`config.mk`:
```
export PLATFORM = sky130hd
export DESIGN_NAME = fgss_guard
export DESIGN_NICKNAME = d
export VERILOG_FILES = /design/src/fgss_pkg.sv /design/src/fgss_guard.sv
export VERILOG_INCLUDE_DIRS = /design/src
export SDC_FILE = /design/constraint.sdc
export NUM_CORES = 2
export LEC_CHECK = 0
export BUFFER_PORTS_ARGS = -buffer_cell sky130_fd_sc_hd__buf_4
export CORE_MARGIN = 2
export CORE_UTILIZATION = 30
export CTS_BUF_LIST = sky130_fd_sc_hd__clkbuf_16
export CTS_CLUSTER_SIZE = 8
export DETAILED_ROUTE_END_ITERATION = 6
export HOLD_SLACK_MARGIN = 0.12
export SYNTH_ARGS = -nofsm -noshare
export SYNTH_HDL_FRONTEND = slang
export SYNTH_SLANG_ARGS = --single-unit
```
`constraint.sdc`:
```
create_clock -name clk -period 3.5 [get_ports clk]
set_clock_uncertainty 0.2 [all_clocks]
set_input_delay 0.525 -clock clk [delete_from_list [all_inputs] [get_ports clk]]
set_output_delay 0.525 -clock clk [all_outputs]
set_load 0.02 [all_outputs]
```
`src/fgss_consts.svh`:
```
// Constants for the flow guard and shadow stack block.
// Assumes inclusion by the design module only.
`ifndef FGSS_CONSTS_SVH
`define FGSS_CONSTS_SVH
`define FGSS_USER_CTRL_ADDR 12'h6a0
`define FGSS_SUPV_CTRL_ADDR 12'h6a2
`define FGSS_SHSTK_EN_BIT 0
`define FGSS_CTRL_RESET 64'h0000000000000000
`define FGSS_SSP_RESET 64'h0000000000000000
`define FGSS_USER_LEVEL 2'h3
`define FGSS_CP_VECTOR 8'h15
`define FGSS_WORD_BYTES 64'h0000000000000004
`define FGSS_DWORD_BYTES 64'h0000000000000008
`endif

```
`src/fgss_pkg.sv`:
```
// Types shared by the flow guard and shadow stack block.
// Assumes the constants header sits in the same folder.
package fgss_pkg;
  typedef enum logic [2:0] {
    FGSS_OP_NONE,
    FGSS_OP_PUSH_WORD,
    FGSS_OP_PUSH_DWORD,
    FGSS_OP_POP_WORD,
    FGSS_OP_POP_DWORD,
    FGSS_OP_CMPXCHG,
    FGSS_OP_CALL,
    FGSS_OP_RET
  } fgss_op_t;

  // One retiring instruction as seen by the guard.
  typedef struct packed {
    logic valid;
    logic indirect_branch;
    logic landing_marker;
    logic ordinary_store;
    fgss_op_t op;
    logic [63:0] operand;
    logic [63:0] expected;
    logic [63:0] ssp_load;
    logic ssp_load_en;
  } fgss_instr_t;

  // One shadow stack memory request.
  typedef struct packed {
    logic valid;
    logic write;
    logic shadow_tag;
    logic lock;
    logic unlock;
    logic [3:0] bytes;
    logic [63:0] addr;
    logic [63:0] wdata;
  } fgss_mreq_t;

  // Memory answer.
  typedef struct packed {
    logic valid;
    logic fault;
    logic shadow_page;
    logic [63:0] rdata;
  } fgss_mrsp_t;
endpackage

```
`src/fgss_guard.sv`:
```
// Flow guard: landing-marker tracker plus shadow stack unit.
// Assumes one instruction presented per busy-free cycle and a memory that answers later.
`timescale 1ns/1ps
`include "fgss_consts.svh"

module fgss_guard (
  input wire logic clk, // Core clock, 100 MHz.
  input wire logic nrst, // Asynchronous reset, active low.
  input wire fgss_pkg::fgss_instr_t instr, // Retiring instruction.
  input wire logic [1:0] current_privilege_level, // Current level.
  input wire logic master_guard_enable, // Master guard enable.
  input wire logic protected_mode_enable, // Protected mode enable.
  input wire logic virtual8086_flag, // Virtual-8086 flag.
  input wire logic long_mode, // High in 64-bit mode.
  input wire logic ctrl_wr, // Control register write strobe.
  input wire logic [11:0] ctrl_addr, // Control register address.
  input wire logic [63:0] ctrl_wdata, // Control register write data.
  input wire fgss_pkg::fgss_mrsp_t mrsp, // Memory answer.
  output fgss_pkg::fgss_mreq_t mreq, // Memory request.
  output logic [63:0] ctrl_rdata, // Control register read data.
  output logic [63:0] result, // Popped or exchanged value.
  output logic result_valid, // Result pulse.
  output logic busy, // Unit busy, hold instruction.
  output logic shadow_enabled_query, // Enabled at current level.
  output logic control_protection_fault, // Fault pulse.
  output logic [7:0] fault_vector, // Vector for the fault.
  output logic page_fault, // Non-shadow page or access fault pulse.
  output logic store_blocked, // Ordinary store refused.
  output logic [63:0] ssp // Shadow stack pointer view.
);
  import fgss_pkg::*;

  typedef enum logic {FGSS_IDLE, FGSS_AWAIT} fgss_trk_t;
  typedef enum logic [2:0] {FGSS_S_IDLE, FGSS_S_WAIT, FGSS_S_LOCK, FGSS_S_UNLOCK}
    fgss_st_t;

  //////////////////////////////////////////////////////////////////////////////
  // Enable decode, used for the live query and when ops start.
  function automatic logic fgss_enabled(input logic [1:0] lvl, input logic [63:0] u,
                                        input logic [63:0] s, input logic m,
                                        input logic p, input logic v);
    logic bit_sel;
    bit_sel = (lvl == `FGSS_USER_LEVEL) ? u[`FGSS_SHSTK_EN_BIT]
                                        : s[`FGSS_SHSTK_EN_BIT];
    return m && p && !v && bit_sel;
  endfunction

  // Narrows to 32 bits outside 64-bit mode.
  function automatic logic [63:0] fgss_width(input logic lm, input logic [63:0] x);
    return lm ? x : {32'h00000000, x[31:0]};
  endfunction

  //////////////////////////////////////////////////////////////////////////////
  // State.
  fgss_trk_t trk_q, trk_d;
  fgss_st_t st_q, st_d;
  fgss_op_t op_q, op_d;
  logic [63:0] user_q, user_d, supv_q, supv_d;
  logic [63:0] ssp_q, ssp_d, addr_q, addr_d, new_q, new_d, exp_q, exp_d;
  logic [63:0] old_q, old_d, crd_q, crd_d;
  fgss_mreq_t mreq_q, mreq_d;
  logic [63:0] rdata_q, rdata_d;
  logic rv_q, rv_d, cp_q, cp_d, pf_q, pf_d, sb_q, sb_d, en_q, en_d;
  logic lm_q, lm_d;
  logic busy_q, busy_d;

  logic en_now;
  logic [63:0] step;

  assign en_now = fgss_enabled(current_privilege_level, user_q, supv_q,
                               master_guard_enable, protected_mode_enable, virtual8086_flag);

  //////////////////////////////////////////////////////////////////////////////
  // Next-state logic for tracker, control registers and stack unit.
  always_comb begin
    trk_d = trk_q;
    st_d = st_q;
    op_d = op_q;
    user_d = user_q;
    supv_d = supv_q;
    ssp_d = ssp_q;
    addr_d = addr_q;
    new_d = new_q;
    exp_d = exp_q;
    old_d = old_q;
    lm_d = lm_q;
    rdata_d = rdata_q;
    mreq_d = mreq_q;
    rv_d = 1'b0;
    cp_d = 1'b0;
    pf_d = 1'b0;
    sb_d = 1'b0;
    en_d = en_now;
    step = lm_q ? `FGSS_DWORD_BYTES : `FGSS_WORD_BYTES;
    if (ctrl_wr && ctrl_addr == `FGSS_USER_CTRL_ADDR) begin
      user_d = ctrl_wdata;
    end
    if (ctrl_wr && ctrl_addr == `FGSS_SUPV_CTRL_ADDR) begin
      supv_d = ctrl_wdata;
    end
    // Tracker: the marker itself changes nothing else in the unit.
    if (instr.valid && !busy) begin
      case (trk_q)
        FGSS_IDLE: begin
          if (instr.indirect_branch) begin
            trk_d = FGSS_AWAIT;
          end
        end
        FGSS_AWAIT: begin
          if (instr.landing_marker) begin
            trk_d = FGSS_IDLE;
          end else begin
            cp_d = 1'b1;
            trk_d = instr.indirect_branch ? FGSS_AWAIT : FGSS_IDLE;
          end
        end
        default: trk_d = FGSS_IDLE;
      endcase
      // Ordinary stores never reach the shadow stack.
      sb_d = instr.ordinary_store && en_now;
      if (instr.ssp_load_en) begin
        ssp_d = fgss_width(long_mode, instr.ssp_load);
      end
    end
    // Stack unit.
    case (st_q)
      FGSS_S_IDLE: begin
        mreq_d.valid = 1'b0;
        if (instr.valid && en_now && instr.op != FGSS_OP_NONE) begin
          op_d = instr.op;
          lm_d = long_mode;
          new_d = instr.operand;
          exp_d = instr.expected;
          mreq_d.shadow_tag = 1'b1;
          mreq_d.lock = 1'b0;
          mreq_d.unlock = 1'b0;
          mreq_d.valid = 1'b1;
          st_d = FGSS_S_WAIT;
          case (instr.op)
            FGSS_OP_PUSH_WORD, FGSS_OP_PUSH_DWORD, FGSS_OP_CALL: begin
              step = (instr.op == FGSS_OP_PUSH_WORD ||
                      (instr.op == FGSS_OP_CALL && !long_mode)) ? `FGSS_WORD_BYTES
                                                               : `FGSS_DWORD_BYTES;
              addr_d = fgss_width(long_mode, ssp_q - step);
              mreq_d.write = 1'b1;
              mreq_d.bytes = step[3:0];
              mreq_d.wdata = instr.operand;
            end
            FGSS_OP_POP_WORD, FGSS_OP_POP_DWORD, FGSS_OP_RET: begin
              step = (instr.op == FGSS_OP_POP_WORD ||
                      (instr.op == FGSS_OP_RET && !long_mode)) ? `FGSS_WORD_BYTES
                                                              : `FGSS_DWORD_BYTES;
              addr_d = ssp_q;
              mreq_d.write = 1'b0;
              mreq_d.bytes = step[3:0];
            end
            default: begin
              addr_d = instr.operand; // Exchange address comes in the operand.
              new_d = instr.ssp_load;
              mreq_d.write = 1'b0;
              mreq_d.lock = 1'b1;
              mreq_d.bytes = 4'h8;
              st_d = FGSS_S_LOCK;
            end
          endcase
          mreq_d.addr = (instr.op == FGSS_OP_PUSH_WORD || instr.op == FGSS_OP_PUSH_DWORD ||
                         instr.op == FGSS_OP_CALL) ? fgss_width(long_mode, ssp_q - step)
                        : (instr.op == FGSS_OP_CMPXCHG ? instr.operand : ssp_q);
        end
      end
      FGSS_S_WAIT: begin
        mreq_d.valid = 1'b0;
        if (mrsp.valid) begin
          st_d = FGSS_S_IDLE;
          if (mrsp.fault || !mrsp.shadow_page) begin
            pf_d = 1'b1;
          end else if (mreq_q.write) begin
            ssp_d = addr_q;
          end else begin
            ssp_d = fgss_width(lm_q, addr_q + {60'h0, mreq_q.bytes});
            rdata_d = mreq_q.bytes == 4'h4 ? {32'h00000000, mrsp.rdata[31:0]} : mrsp.rdata;
            rv_d = 1'b1;
            if (op_q == FGSS_OP_RET && rdata_d != new_q) begin
              cp_d = 1'b1;
            end
          end
        end
      end
      FGSS_S_LOCK: begin
        mreq_d.valid = 1'b0;
        if (mrsp.valid) begin
          if (mrsp.fault || !mrsp.shadow_page) begin
            pf_d = 1'b1;
            st_d = FGSS_S_IDLE;
          end else begin
            old_d = mrsp.rdata;
            mreq_d.valid = 1'b1;
            mreq_d.write = 1'b1;
            mreq_d.lock = 1'b0;
            mreq_d.unlock = 1'b1;
            mreq_d.wdata = (mrsp.rdata == exp_q) ? new_q : mrsp.rdata;
            st_d = FGSS_S_UNLOCK;
          end
        end
      end
      FGSS_S_UNLOCK: begin
        mreq_d.valid = 1'b0;
        if (mrsp.valid) begin
          pf_d = mrsp.fault || !mrsp.shadow_page;
          rdata_d = old_q;
          rv_d = 1'b1;
          mreq_d.unlock = 1'b0;
          st_d = FGSS_S_IDLE;
        end
      end
      default: st_d = FGSS_S_IDLE;
    endcase
    // Registered control read keeps every port a flop output, except the constant fault_vector.
    crd_d = (ctrl_addr == `FGSS_USER_CTRL_ADDR) ? user_q :
            (ctrl_addr == `FGSS_SUPV_CTRL_ADDR) ? supv_q : 64'h0;
    busy_d = (st_d != FGSS_S_IDLE);
  end

  //////////////////////////////////////////////////////////////////////////////
  // Registers; reset clears any pending marker demand.
  always_ff @(posedge clk or negedge nrst) begin
    if (!nrst) begin
      trk_q <= FGSS_IDLE;
      st_q <= FGSS_S_IDLE;
      op_q <= FGSS_OP_NONE;
      user_q <= `FGSS_CTRL_RESET;
      supv_q <= `FGSS_CTRL_RESET;
      ssp_q <= `FGSS_SSP_RESET;
      addr_q <= 64'h0;
      new_q <= 64'h0;
      exp_q <= 64'h0;
      old_q <= 64'h0;
      crd_q <= 64'h0;
      busy_q <= 1'b0;
      lm_q <= 1'b0;
      rdata_q <= 64'h0;
      mreq_q <= '0;
      rv_q <= 1'b0;
      cp_q <= 1'b0;
      pf_q <= 1'b0;
      sb_q <= 1'b0;
      en_q <= 1'b0;
    end else begin
      trk_q <= trk_d;
      st_q <= st_d;
      op_q <= op_d;
      user_q <= user_d;
      supv_q <= supv_d;
      ssp_q <= ssp_d;
      addr_q <= addr_d;
      new_q <= new_d;
      exp_q <= exp_d;
      old_q <= old_d;
      crd_q <= crd_d;
      busy_q <= busy_d;
      lm_q <= lm_d;
      rdata_q <= rdata_d;
      mreq_q <= mreq_d;
      rv_q <= rv_d;
      cp_q <= cp_d;
      pf_q <= pf_d;
      sb_q <= sb_d;
      en_q <= en_d;
    end
  end

  // Busy has its own flop, loaded with the state that leaves idle.
  assign busy = busy_q;
  assign mreq = mreq_q;
  assign result = rdata_q;
  assign result_valid = rv_q;
  assign shadow_enabled_query = en_q;
  assign control_protection_fault = cp_q;
  assign fault_vector = `FGSS_CP_VECTOR;
  assign page_fault = pf_q;
  assign store_blocked = sb_q;
  assign ssp = ssp_q;
  // Control read data is registered, so it follows the address one cycle later.
  assign ctrl_rdata = crd_q;
endmodule

```
==> impl_metrics.ini <==
[sta]
finalHoldViolations = 0
max_freq_mhz = 300
fin_ws_ns = 0.164
setup_viol = 0
finalCriticalPeriod_ns = 3.34
fin_crit_sh = 0.953
rsz0062_at_grt = no
worstMarginPinSlew_ns = 1.14
slew_headroom = 0.235
drv_slew = 0

[synth]
synth-seq-area-share = 0.476
ys_ff_latch = 725
synth_cell_type_count = 79
yosys.area.top_type = dfrtp_1
synth_area_leaders = dfrtp_1 (48%), mux2i_1 (7.0%), nand2_1 (6.7%)
postSynthAreaPerCell_um2 = 9.31
synthFlopType = dfrtp_1
yosys_warnings = 0
synth_edf_count = 0
async_flop_share = 1.00
synth_area_um2 = 38100
synth_top_area_frac = 0.476
netlist_instances = 4093

[die]
rows = 130
ios = 695
initial_core_util = 0.303
die_x_um = 360
die_h_um = 360
die-area_um2 = 130000
core_area_um2 = 126000

[clock_network]
cts.path.max_buffers = 3
clkLatencyLatePin_ns = 0.72
cts-root-buf = clkbuf_16
cts.clk_slew.worst_paths_ns = 0.05
cts.sinks = 725
cts_inserted_buffers = 102
htree_levels = 3
cts_tree = yes

[placement]
place.gp.congestion = 0.967
post-place-ws_ns = 0.0755
numPortBuffers = 684
dp_hpwl_mm = 139

[critical_path]
path_max_fanout = 6
cp_cell_sequence = dlygate4sd3_1, buf_4, nand2b_1, o221ai_1, ha_2, fa_2, nor3b_4, nand3_2, or2_4, or4_1, a21oi_1, o22a_1
critPathKind = input pin to flip-flop
crit_cells = 12
critical-path-top-delay-family = simple AND/OR/NAND/NOR gates
cp.required_ns = 3.96
arrival_ns = 3.80
start_kind = input pin
critPathBufInv = 2
r2r_cells = 11
critPathCaptureType = flip-flop
slowest_delay_ns = 0.54
crit_path_top_delay_cell = dlygate4sd3_1

[drt]
vias_per_cell = 5.38
drc = 0
post_drt_wl_per_cell_um = 27.3
vias = 36721
drtAntennaViolNets = 0
dr.pass1.iters = 6
drtIter0Drc = 3937
drt-total-wl_mm = 186

[cells_and_area]
seqCellArea_um2 = 18100
layout_commonest_cell = buf_4
nFillCells = 12380
nNetsFinal = 5508
final_cell_mix = buf_4 (869), dfrtp_1 (725), nand2_1 (681), dlygate4sd3_1 (356), nor2_1 (323)
multi_input_area_um2 = 18700
area_delta_synth_final_pct = 38.1
drive_above_1_share = 0.234
final_core_util = 0.418

[job]
max-cap-violations = 0

[global_routing]
grt_pass1_wl_mm = 263
antenna_found_initial = 27
grt_use_met2 = 0.410
grtUsageMet3 = 0.0814
use_met1 = 0.374
grt_usage = 0.278
grt_pass1_vias = 35917
grt.overflow.total = 0
top_usage_layer = met2
grt_max_degree = 125

[status]
status = finished, final reports clean

[pwr]
p_leak_nw = 24.4
ir_worst_vdd_mv = 0.346
power_density_nw_per_um2 = 407

[hold_path]
hp-class = input pin to async pin
flip-flops by register name, summed over array words and instances (netlist names), 64 cells and up:
register	flops
mreq	135
addr_q	64
ctrl_rdata	64
exp_q	64
new_q	64
old_q	64
result	64
ssp	64
supv_q	64
user_q	64
cells in the mapped netlist (all sizes together), types with 11 or more instances:
cell type / number
a222oi: 18
a211oi: 36
nand2b: 32
nand2: 681
xnor2: 91
a21oi: 302
buf: 88
and2: 29
a221oi: 14
and3: 75
o22ai: 123
mux2: 142
dfrtp: 725
a22oi: 12
nor4: 75
a22o: 16
nand3: 52
o21ai: 238
nor2b: 11
a31oi: 29
nor2: 324
nor3: 92
o31ai: 11
nand4: 44
clkbuf: 229
mux2i: 267
xor2: 148
inv: 42
cells by family after synthesis:
kind of cell	count (synthesis)	share of synthesized area
AO/OA/AOI/OAI	867	0.135
XOR/XNOR	239	0.0549
adder cells (fa/ha/maj)	9	0.00355
buffers and inverters	359	0.0382
flip-flops	725	0.476
multiplexers	409	0.112
other	2	0.000197
AND/OR/NAND/NOR	1483	0.180
through the flow:
step / hold WS (ns) / std cells / setup TNS [ns] / area [µm²] / power, W
floorplan: 0.0294 / 4102 / -0.0110 / 38200 / 0.0102
global placement: 0.250 / 6337 / 0 / 46200 / 0.0120
detailed placement: 0.256 / 6337 / 0 / 46200 / 0.0120
CTS: 0.175 / 6814 / 0 / 52500 / 0.0216
global route: 0.225 / 6824 / 0 / 52600 / 0.0221
finish: 0.210 / 6830 / 0 / 52600 / 0.0214
cell type report:
class	count	area share
Sequential cell	725	0.345
Tap cell	1650	0.0393
Clock inverter	16	0.00262
Multi-Input combinational cell	3018	0.355
Inverter	42	0.00300
Antenna cell	16	0.000761
Clock buffer	105	0.0500
Timing Repair Buffer	1258	0.204
report_power, final:
group / internal, W / switching (W)
clock network: 0.00526 / 0.00387
logic: 0.00141 / 0.00197
registers: 0.00856 / 0.000344
total: 0.0152 / 0.00618
final timing paths:
check / slack [ns] / endpoint / start
max reg2reg: 0.30 / mreq[114] / lm_q
min in group clk: 0.25 / mreq[132] / mrsp[64]
min reg2reg: 0.27 / mreq[134] / mreq[134]
min: 0.21 / user_q[1] / nrst
max in group asynchronous: 1.88 / old_q[6] / nrst
max: 0.16 / mreq[114] / instr[194]
routing by layer:
metal	wire length, µm	vias to the layer above	share of wire
met4	9200	12	0.049
met3	18200	365	0.098
met2	79700	1767	0.43
met1	79200	18114	0.42
met5	79	-	0.00042
li1	-	16463	-
repair_timing:
item	CTS	global route
endpoints found under the hold margin	700	0
buffers inserted	0	0
resized for setup	0	1
endpoints found under the setup margin	0	1
hold buffers	356	0
Note: power is estimated with default switching activity, not from simulation.
